[config.mk]
export PLATFORM = sky130hd
export DESIGN_NAME = acmp_top
export DESIGN_NICKNAME = d
export VERILOG_FILES = /design/src/acmp_pkg.sv /design/src/acmp_eval_if.sv /design/src/acmp_calc.sv /design/src/acmp_top.sv
export SDC_FILE = /design/constraint.sdc
export NUM_CORES = 2
export LEC_CHECK = 0
export BUFFER_PORTS_ARGS = -buffer_cell sky130_fd_sc_hd__buf_2
export CORE_UTILIZATION = 35
export DETAILED_ROUTE_END_ITERATION = 6
export PLACE_DENSITY_LB_ADDON = 0.08
export SETUP_SLACK_MARGIN = 0.3
export SYNTH_ARGS = -nofsm -noshare
export SYNTH_HDL_FRONTEND = slang
export SYNTH_SLANG_ARGS = --single-unit
[constraint.sdc]
create_clock -name aclk -period 51.3 [get_ports aclk]
set_input_delay 10.26 -clock aclk [delete_from_list [all_inputs] [get_ports aclk]]
set_output_delay 10.26 -clock aclk [all_outputs]
set_load 0.01 [all_outputs]
[src/acmp_pkg.sv]
// shared constants, types and scaling arithmetic of the comparator
package acmp_pkg;
   typedef logic signed [15:0] acmp_par_t;
   typedef logic signed [33:0] acmp_val_t;

   localparam int ACMP_PAR_W = 16;
   localparam int ACMP_VAL_W = 34;
   localparam int ACMP_ADDR_W = 8;

   // register byte offsets
   localparam logic [7:0] ACMP_OFS_GAIN = 8'h00;
   localparam logic [7:0] ACMP_OFS_OFFSET = 8'h04;
   localparam logic [7:0] ACMP_OFS_ON_THR = 8'h08;
   localparam logic [7:0] ACMP_OFS_OFF_THR = 8'h0C;
   localparam logic [7:0] ACMP_OFS_DECIMALS = 8'h10;
   localparam logic [7:0] ACMP_OFS_STATUS = 8'h14;
   localparam logic [7:0] ACMP_OFS_DIFF = 8'h18;

   // field positions
   localparam int ACMP_STATUS_Q_BIT = 0;
   localparam int ACMP_DEC_W = 2;

   // reset values
   localparam acmp_par_t ACMP_RST_GAIN = 16'sh0000;
   localparam acmp_par_t ACMP_RST_OFFSET = 16'sh0000;
   localparam acmp_par_t ACMP_RST_ON_THR = 16'sh0000;
   localparam acmp_par_t ACMP_RST_OFF_THR = 16'sh0000;
   localparam logic [1:0] ACMP_RST_DECIMALS = 2'h0;

   // gain carries two fractional decimal digits
   localparam logic signed [47:0] ACMP_GAIN_DIV = 48'sh64;

   localparam logic [1:0] ACMP_RESP_OKAY = 2'h0;
   localparam logic [1:0] ACMP_RESP_SLVERR = 2'h2;

   // (x * gain) / 100 + offset, truncated toward zero
   function automatic acmp_val_t acmp_scale(input logic signed [31:0] x,
                                            input acmp_par_t gain,
                                            input acmp_par_t offset);
      logic signed [47:0] prod;
      prod = 48'(x) * 48'(gain);
      return ACMP_VAL_W'(prod / ACMP_GAIN_DIV) + ACMP_VAL_W'(offset);
   endfunction

   // byte-lane merge of a write into an old word
   function automatic logic [31:0] acmp_merge(input logic [31:0] old,
                                              input logic [31:0] data,
                                              input logic [3:0] strb);
      logic [31:0] res;
      res = old;
      for (int i = 0; i < 4; i++) begin
         if (strb[i]) begin
            res[i*8 +: 8] = data[i*8 +: 8];
         end
      end
      return res;
   endfunction
endpackage

[src/acmp_eval_if.sv]
// operands and results passed between control and arithmetic
`timescale 1ns/100ps
interface acmp_eval_if #(parameter int IN_W = 16);
   import acmp_pkg::*;
   logic signed [IN_W-1:0] a;
   logic signed [IN_W-1:0] b;
   acmp_par_t gain;
   acmp_par_t offset;
   acmp_par_t on_thr;
   acmp_par_t off_thr;
   logic q_prev;
   acmp_val_t diff;
   logic q_next;

   modport calc (
      input a,
      input b,
      input gain,
      input offset,
      input on_thr,
      input off_thr,
      input q_prev,
      output diff,
      output q_next
   );
   modport ctl (
      output a,
      output b,
      output gain,
      output offset,
      output on_thr,
      output off_thr,
      output q_prev,
      input diff,
      input q_next
   );
endinterface

[src/acmp_calc.sv]
// scaling, difference and threshold decision, purely combinational
`timescale 1ns/100ps
module acmp_calc #(
   parameter int IN_W = 16
) (
   acmp_eval_if.calc ev
);
   import acmp_pkg::*;

   acmp_val_t sa;
   acmp_val_t sb;
   acmp_val_t on_v;
   acmp_val_t off_v;

   always_comb begin
      // same gain and offset
      sa = acmp_scale(32'(ev.a), ev.gain, ev.offset);
      sb = acmp_scale(32'(ev.b), ev.gain, ev.offset);
      // first minus second
      ev.diff = sa - sb;
      on_v = ACMP_VAL_W'(ev.on_thr);
      off_v = ACMP_VAL_W'(ev.off_thr);
      // raw integers, no decimals
      if (on_v >= off_v) begin
         // hysteresis mode
         if (ev.diff > on_v) begin
            ev.q_next = 1'b1;
         end else if (ev.diff <= off_v) begin
            ev.q_next = 1'b0;
         end else begin
            // hold between thresholds
            ev.q_next = ev.q_prev;
         end
      end else begin
         // window mode
         ev.q_next = (ev.diff >= on_v) && (ev.diff < off_v);
      end
   end
endmodule // acmp_calc

[src/acmp_top.sv]
// scaled difference comparator with an axi4-lite register slave
//
// Chosen here: the AXI4-Lite slave port and the address map.
`timescale 1ns/100ps
// Contract
// both inputs scaled by one signed gain, then one signed offset added
// difference is first actual value minus second actual value
// on at or above off: set above on, clear at or below off
// on below off: high only while on <= difference < off
// comparison uses raw integers; decimals setting is display only
// configuring party keeps gain within -10.00 to 10.00
// configuring party keeps offset within -10000 to 10000
// configuring party keeps both thresholds within -20000 to 20000
// configuring party keeps decimals at 0, 1, 2 or 3
// output registered per evaluation, holds between thresholds, resets low
module acmp_top #(
   parameter int IN_W = 16,
   parameter int ADDR_W = acmp_pkg::ACMP_ADDR_W
) (
   input wire logic aclk,
   input wire logic aresetn,
   input wire logic signed [IN_W-1:0] first_analog_input,
   input wire logic signed [IN_W-1:0] second_analog_input,
   input wire logic eval_strobe,
   output logic comparator_out,
   input wire logic [ADDR_W-1:0] s_axi_awaddr,
   input wire logic s_axi_awvalid,
   output logic s_axi_awready,
   input wire logic [31:0] s_axi_wdata,
   input wire logic [3:0] s_axi_wstrb,
   input wire logic s_axi_wvalid,
   output logic s_axi_wready,
   output logic [1:0] s_axi_bresp,
   output logic s_axi_bvalid,
   input wire logic s_axi_bready,
   input wire logic [ADDR_W-1:0] s_axi_araddr,
   input wire logic s_axi_arvalid,
   output logic s_axi_arready,
   output logic [31:0] s_axi_rdata,
   output logic [1:0] s_axi_rresp,
   output logic s_axi_rvalid,
   input wire logic s_axi_rready
);
   import acmp_pkg::*;

   if (IN_W < 2 || IN_W > 24) begin : g_bad_in_w
      $error("acmp_top: IN_W must lie in 2..24, difference is 34 bits");
   end
   if (ADDR_W < 5 || ADDR_W > 32) begin : g_bad_addr_w
      $error("acmp_top: ADDR_W must lie in 5..32");
   end

   acmp_eval_if #(.IN_W(IN_W)) ev ();

   acmp_par_t gain_q, gain_d;
   acmp_par_t offset_q, offset_d;
   acmp_par_t on_q, on_d;
   acmp_par_t off_q, off_d;
   logic [1:0] dec_q, dec_d;
   logic q_q, q_d;
   acmp_val_t diff_q, diff_d;
   logic aw_full_q, aw_full_d;
   logic [7:0] aw_addr_q, aw_addr_d;
   logic w_full_q, w_full_d;
   logic [31:0] w_data_q, w_data_d;
   logic [3:0] w_strb_q, w_strb_d;
   logic awready_q, awready_d;
   logic wready_q, wready_d;
   logic bvalid_q, bvalid_d;
   logic [1:0] bresp_q, bresp_d;
   logic arready_q, arready_d;
   logic rvalid_q, rvalid_d;
   logic [1:0] rresp_q, rresp_d;
   logic [31:0] rdata_q, rdata_d;
   logic commit;
   logic [31:0] wv;
   logic [7:0] raddr;
   assign ev.a = first_analog_input;
   assign ev.b = second_analog_input;
   assign ev.gain = gain_q;
   assign ev.offset = offset_q;
   assign ev.on_thr = on_q;
   assign ev.off_thr = off_q;
   assign ev.q_prev = q_q;

   acmp_calc #(.IN_W(IN_W)) u_calc (
      .ev(ev.calc)
   );

   // evaluation and register writes
   always_comb begin
      gain_d = gain_q;
      offset_d = offset_q;
      on_d = on_q;
      off_d = off_q;
      dec_d = dec_q;
      q_d = q_q;
      diff_d = diff_q;
      wv = 32'h0000_0000;
      // one update per evaluation
      if (eval_strobe) begin
         q_d = ev.q_next;
         diff_d = ev.diff;
      end
      commit = aw_full_q && w_full_q && !bvalid_q;
      if (commit) begin
         case (aw_addr_q)
            ACMP_OFS_GAIN: begin
               wv = acmp_merge(32'(gain_q), w_data_q, w_strb_q);
               gain_d = wv[15:0];
            end
            ACMP_OFS_OFFSET: begin
               wv = acmp_merge(32'(offset_q), w_data_q, w_strb_q);
               offset_d = wv[15:0];
            end
            ACMP_OFS_ON_THR: begin
               wv = acmp_merge(32'(on_q), w_data_q, w_strb_q);
               on_d = wv[15:0];
            end
            ACMP_OFS_OFF_THR: begin
               wv = acmp_merge(32'(off_q), w_data_q, w_strb_q);
               off_d = wv[15:0];
            end
            ACMP_OFS_DECIMALS: begin
               // stored for display only
               wv = acmp_merge(32'(dec_q), w_data_q, w_strb_q);
               dec_d = wv[1:0];
            end
            default: begin
               wv = 32'h0000_0000;
            end
         endcase
      end
   end

   // write channels: address and data taken in either order
   always_comb begin
      aw_full_d = aw_full_q;
      aw_addr_d = aw_addr_q;
      w_full_d = w_full_q;
      w_data_d = w_data_q;
      w_strb_d = w_strb_q;
      bvalid_d = bvalid_q;
      bresp_d = bresp_q;
      if (s_axi_awvalid && awready_q) begin
         aw_full_d = 1'b1;
         aw_addr_d = 8'({s_axi_awaddr[ADDR_W-1:2], 2'b00});
      end
      if (s_axi_wvalid && wready_q) begin
         w_full_d = 1'b1;
         w_data_d = s_axi_wdata;
         w_strb_d = s_axi_wstrb;
      end
      if (bvalid_q && s_axi_bready) begin
         bvalid_d = 1'b0;
      end
      if (commit) begin
         aw_full_d = 1'b0;
         w_full_d = 1'b0;
         bvalid_d = 1'b1;
         case (aw_addr_q)
            ACMP_OFS_GAIN, ACMP_OFS_OFFSET, ACMP_OFS_ON_THR,
            ACMP_OFS_OFF_THR, ACMP_OFS_DECIMALS: bresp_d = ACMP_RESP_OKAY;
            default: bresp_d = ACMP_RESP_SLVERR;
         endcase
      end
      // no new write until the response is taken
      awready_d = !aw_full_d && !bvalid_d;
      wready_d = !w_full_d && !bvalid_d;
   end

   // read channel: data answered one edge after the address
   always_comb begin
      rvalid_d = rvalid_q;
      rresp_d = rresp_q;
      rdata_d = rdata_q;
      raddr = 8'({s_axi_araddr[ADDR_W-1:2], 2'b00});
      if (rvalid_q && s_axi_rready) begin
         rvalid_d = 1'b0;
      end
      if (s_axi_arvalid && arready_q) begin
         rvalid_d = 1'b1;
         rresp_d = ACMP_RESP_OKAY;
         case (raddr)
            ACMP_OFS_GAIN: rdata_d = 32'(gain_q);
            ACMP_OFS_OFFSET: rdata_d = 32'(offset_q);
            ACMP_OFS_ON_THR: rdata_d = 32'(on_q);
            ACMP_OFS_OFF_THR: rdata_d = 32'(off_q);
            ACMP_OFS_DECIMALS: rdata_d = 32'(dec_q);
            ACMP_OFS_STATUS: rdata_d = 32'(q_q) << ACMP_STATUS_Q_BIT;
            ACMP_OFS_DIFF: rdata_d = diff_q[31:0];
            default: begin
               rdata_d = 32'h0000_0000;
               rresp_d = ACMP_RESP_SLVERR;
            end
         endcase
      end
      arready_d = !rvalid_d;
   end

   always_ff @(posedge aclk) begin
      if (!aresetn) begin
         gain_q <= ACMP_RST_GAIN;
         offset_q <= ACMP_RST_OFFSET;
         on_q <= ACMP_RST_ON_THR;
         off_q <= ACMP_RST_OFF_THR;
         dec_q <= ACMP_RST_DECIMALS;
         // output low from reset
         q_q <= 1'b0;
         diff_q <= 34'sh0;
         aw_full_q <= 1'b0;
         aw_addr_q <= 8'h00;
         w_full_q <= 1'b0;
         w_data_q <= 32'h0000_0000;
         w_strb_q <= 4'h0;
         awready_q <= 1'b1;
         wready_q <= 1'b1;
         bvalid_q <= 1'b0;
         bresp_q <= ACMP_RESP_OKAY;
         arready_q <= 1'b1;
         rvalid_q <= 1'b0;
         rresp_q <= ACMP_RESP_OKAY;
         rdata_q <= 32'h0000_0000;
      end else begin
         gain_q <= gain_d;
         offset_q <= offset_d;
         on_q <= on_d;
         off_q <= off_d;
         dec_q <= dec_d;
         q_q <= q_d;
         diff_q <= diff_d;
         aw_full_q <= aw_full_d;
         aw_addr_q <= aw_addr_d;
         w_full_q <= w_full_d;
         w_data_q <= w_data_d;
         w_strb_q <= w_strb_d;
         awready_q <= awready_d;
         wready_q <= wready_d;
         bvalid_q <= bvalid_d;
         bresp_q <= bresp_d;
         arready_q <= arready_d;
         rvalid_q <= rvalid_d;
         rresp_q <= rresp_d;
         rdata_q <= rdata_d;
      end
   end

   assign comparator_out = q_q;
   assign s_axi_awready = awready_q;
   assign s_axi_wready = wready_q;
   assign s_axi_bvalid = bvalid_q;
   assign s_axi_bresp = bresp_q;
   assign s_axi_arready = arready_q;
   assign s_axi_rvalid = rvalid_q;
   assign s_axi_rresp = rresp_q;
   assign s_axi_rdata = rdata_q;

   acmp_val_t exp_diff;
   logic exp_win;
   assign exp_diff = acmp_scale(32'(first_analog_input), gain_q, offset_q)
      - acmp_scale(32'(second_analog_input), gain_q, offset_q);
   assign exp_win = (exp_diff >= ACMP_VAL_W'(on_q))
      && (exp_diff < ACMP_VAL_W'(off_q));
endmodule // acmp_top

After elaboration in Yosys (flattened, before gate mapping)
Cells that the tools add are included.
W data, S select, Z words.
Word-level totals
  logic and storage cells: 90
  register bits: 166
  output and inout port bits: 42
  bits of input ports: 92
Operators by class
  multipliers: 2
  equal/unequal tests: 11
  $add $sub $neg: 3
  reductions and logical operators: 29
  magnitude comparators: 5
  muxes and demuxes: 14
  div/mod/pow operators: 2
Operators by type and width (count)
  $pmux W32 S7: 1
  $div A48 B8 Y48 const B: 2
  $add A34 B16 Y34: 2
  $mul A16 B16 Y32: 2
  $ge A34 B16 Y1: 1
  $gt A34 B16 Y1: 1
  $le A34 B16 Y1: 1
  $lt A34 B16 Y1: 1
  $sub A34 B34 Y34: 1
  $reduce_and A3 Y1: 9
  $eq A6 B2 Y1 const B: 4
  $eq A6 B3 Y1 const B: 4
  $ge A16 B16 Y1: 1
  $eq A6 B1 Y1 const B: 2
  $mux W1: 11
  $logic_and A1 B1 Y1: 10
  $logic_not A8 Y1: 1
  $reduce_or A7 Y1: 1
  $logic_not A6 Y1: 1
  $logic_not A1 Y1: 5
  $reduce_or A5 Y1: 1
  $mux W2: 2
  $ne A3 B3 Y1 const B: 1
  $reduce_and A2 Y1: 1

Logic depth before layout (Yosys ltp)
  depth in word-level cells: 8
  mapped depth: 144
  gate-level depth less buffers: 129

Cells and area by module
Synthesis repeated with hierarchy kept, for this count alone.
Second synthesis, totals
  cells, all modules: 6059
  area total of the unflattened synthesis: 48368.9 um^2
Modules (own cells, without submodules)
  acmp_calc: area an instance 41549.8 um^2, instances 1, cells each 5311
  acmp_top: area an instance 6819.0 um^2, instances 1, cells each 748

Least setup slack after synthesis
Ideal clock, no wire load.
  kind: input to register
  start point: input second_analog_input[15]
  end point: register q_q (netlist: comparator_out)
  arrival time: 39062 ps
  data required time: 51182 ps
  path slack: 12120 ps
  buffers on the path: 10
  cell stages on the path: 129
  setup time: 118 ps
  cell sequence: clkbuf_1 nand2_1 fa_1 inv_1 fa_1 fa_1 fa_1 fa_1 inv_1 fa_1 inv_1 ha_1 buf_2 a21oi_1 o211ai_1 a221o_1 or3_1 a2111oi_0 [93 not listed] a21oi_1 o21bai_1 a21oi_1 o21bai_1 a21oi_1 o21bai_1 a21oi_1 xnor2_1 xnor2_1 xnor2_1 ha_1 nand4_1 nor4_1 nand4_1 nor4_1 mux2i_1 a32oi_1 nor2b_1
On the way
  word-level cells in the longest chain between the ends: 7
  elaborated cells between the ends (all ways): 13
  those cells by class: add/sub (2); mul (1); div (1); order compare (4); eq/ne (1); mux (2); reduce/logical (2)
Ends and longest elaborated chain
  start, declared: line acmp_top.sv:23  | input wire logic signed [IN_W-1:0] second_analog_input,
  $mul A16 B16 Y32 (*): line acmp_pkg.sv:41  | prod = 48'(x) * 48'(gain);
  $div A48 B8 Y48 (*): line acmp_pkg.sv:42  | return ACMP_VAL_W'(prod / ACMP_GAIN_DIV) + ACMP_VAL_W'(offset);
  $add A34 B16 Y34 (*): line acmp_pkg.sv:42
  $sub A34 B34 Y34 (*): line acmp_calc.sv:20  | ev.diff = sa - sb;
  $le A34 B16 Y1 (tied with other cells): line acmp_calc.sv:28  | end else if (ev.diff <= off_v) begin
  $ne A3 B3 Y1 (no line) (tied with other cells)
  $reduce_and A2 Y1 (no line) or $mux W1 (tied branches)
  end signal, assigned: line acmp_top.sv:230  | q_q <= q_d;
  end, declared: line acmp_top.sv:60  | logic q_q, q_d;
Every way passes the cells marked *; elsewhere a longest branch is shown, timed or not.
A chain may end at the register's enable or synchronous reset.

Worst setup path in the final report
Same ends and word-level chain as after synthesis.

==> results.yml <==
grt:
  grt_pass1_vias: 42860
  grt_pass1_wl_mm: 244.1
  antenna_found_initial: 9
  overflow: 0
  grt_max_degree: 85
  gr-usage-all-layers: 0.2152
placement:
  dp_hpwl_mm: 122.4
  port-buffer-count: 109
  placed_area_mm2: 0.05063
  place_congestion: 0.8917
finish:
  post_route_cells_drive_above_1_share: 0.07382
  num-nets-final: 7002
  area_delta_synth_final_pct: 5.489
  fin_area_mm2: 0.05124
routing:
  initialDrtViolationCount: 2776
  drc: 0
  vias: 42660
  wl_per_cell_um: 19.40
  routed_wl_mm: 151.5
  ant_nets: 0
  via_per_inst: 5.462
  drtPass1Iterations: 6
synthesis:
  postSynthAreaPerCell_um2: 8.003
  synth_top_cell_area_share: 0.2300
  syn-cell-area_mm2: 0.04858
  synth_cell_types: 156
  synth_top_family_by_area: "adder cells"
  synth_simple_gate_area_frac: 0.2121
  synthXorXnorAreaFrac: 0.06079
  ys_ff_latch: 164
  synth.most_common_cell: "inv_1"
  async_reset_ff_frac: 0
  synth-edff-count: 0
  synthAdderAreaFrac: 0.3249
  yosys-mux-area-fraction: 0.03186
  postSynthCellCount: 6070
  synth_flop_cell: "dfxtp_1"
  ys_top_cells_by_area: "fa_1 (23%), ha_1 (9.0%), dfxtp_1 (6.8%)"
  synth_compound_area_frac: 0.2182
  yosysTopAreaCell: "fa_1"
  yosys_warnings: 0
  synth_seq_area_share: 0.06759
  synth_common_cells: "inv_1 (772), nand2_1 (688), fa_1 (558)"
clock_network:
  path_clk_slew_ps: 80
  cts_tree: "built"
  numCtsBuffers: 17
  root_buffer: "clkbuf_16"
  h-tree-depth: 4
  cts_resized: 0
  post-cts-setup-buffers: 0
  clkLatencyLatePin_ps: 460
  clock-sinks: 164
  clockBufferDepth: 2
  holdBufCountCts: 0
timing:
  timing_max_transition_violations_final: 0
  tightest_slew_ps: 1222
  final-hold-violation-count: 0
  fmax_mhz: 21.31
  rsz0062_at_grt: "false"
  setup_viol: 0
  slew_headroom: 0.1794
  tns_ps: 0
  fin_crit_sh: 0.9149
  fin_skew_ps: 19.99
  period_needed_ps: 46930
  hold_slack_ps: 464.0
min_path:
  hold_path_class: "reg -> reg"
  hold_end: "ev.gain[8]"
  min_delay_path_depth: 2
  hold_start: "ev.gain[8]"
critical_path:
  cp_common_cell: "a21oi_1"
  critPathKind: "in -> reg"
  rr_startpoint: "ev.gain[15]"
  reg2reg_slack_ps: 12980
  crit_path_max_incr_delay_ps: 940
  r2r_end: "comparator_out"
  worstSetupEndpointType: "flop"
  start_kind: "input port"
  slowest_stage: "fa_1"
  rr_worst_depth: 121
  cp.required_ps: 51650
  crit_arrival_ps: 47280
  path_max_fanout: 32
die:
  fp.dieArea_mm2: 0.1403
  start_util: 0.3529
  core-area_mm2: 0.1377
  die_y_um: 374.6
  io_pins: 134
  num_rows: 136
  die_w_um: 374.6
job:
  drv_cap: 0
run_status:
  status: "completed"
sequential cells by signal (all words and copies together) (netlist names), 2 cells and up:
signal,count
diff_q,32
s_axi_rdata,32
ev.gain,16
ev.off_thr,16
ev.offset,16
ev.on_thr,16
w_data_q,16
aw_addr_q,6
dec_q,2
w_strb_q,2
critical path, delay by kind of cell:
kind                       cells  cell delay [ps]
muxes                          1              140
AOI/OAI and AO/OA             73            21670
and+or+nand+nor               21             5540
xor gates and xnor gates       9             2040
buffers and inverters          7             1160
adders and majority gates     13             6390
worst max path at each step:
| stage | slack (ps) | depth (start not counted) | from | endpoint |
|---|---|---|---|---|
| floorplan | 12120 | 129 | second_analog_input[15] | comparator_out |
| global placement | 3960 | 124 | second_analog_input[15] | comparator_out |
| detailed placement | 4160 | 124 | second_analog_input[15] | comparator_out |
| CTS | 4500 | 124 | second_analog_input[15] | comparator_out |
| global route | 1540 | 125 | second_analog_input[15] | comparator_out |
| finish | 4370 | 124 | second_analog_input[15] | comparator_out |
per-stage QoR:
step,setup WS [ps],utilization,std cells
3_5_place_dp,4160,0.3678,7777
6_report,4368,0.3722,7811
3_3_place_gp,3959,0.3678,7777
2_1_floorplan,12120,-,6071
5_1_grt,1545,0.3722,7809
4_1_cts,4496,0.3722,7809
layout by cell type (no fill, tap or decap), drive strengths merged, types with 23 or more instances in the layout:
master  synthesis  routed
inv           772     781
nand2         691     691
fa            558     558
a21oi         353     353
ha            350     350
nor2          332     332
and2          273     273
xnor2         247     247
o21ai         223     223
buf            80     168
dfxtp         164     164
nor2b         125     125
nor3          124     124
mux2i         120     120
nand3         114     114
a21o           85      85
xor2           79      79
a21boi         72      72
o211ai         66      66
nand4          57      57
nand2b         54      54
a211oi         53      53
a31oi          52      52
and3           51      51
o21bai         45      45
o21a           44      44
nor4           44      44
or3            38      38
or2            38      38
a22oi          35      35
o31ai          34      34
a211o          24      24
maj3           23      23
a221oi         23      23
layout make-up:
class                           instances  area [um^2]
Fill cell                           14490        86420
Multi-Input combinational cell       4878        41210
Sequential cell                       164         3284
Inverter                              773         2902
Tap cell                             1794         2245
Timing Repair Buffer                  168        991.0
Clock buffer                           17        425.4
Clock inverter                         15        178.9
Antenna cell                            2        5.005
cells by family (layout without fill, tap and decap cells):
family / count (synthesis) / count (layout)
compound gates: 1441 / 1441
xor+xnor: 328 / 328
fa+ha+maj: 931 / 931
buf+inv: 1029 / 973
flops: 164 / 164
mux: 143 / 143
other cells: 1 / 4
simple gates: 2033 / 2033
routing by layer:
layer | global-route usage | up-vias | routed length (um)
met5 | 0 | - | 40
met4 | 0.03998 | 6 | 2718
met3 | 0.02082 | 131 | 5344
met2 | 0.3588 | 783 | 70440
met1 | 0.3020 | 21030 | 72980
li1 | - | 20710 | -
Power is left out: the tool's default activity adds up to more than one toggle a clock period on the data nets, which glitch-free logic cannot reach.
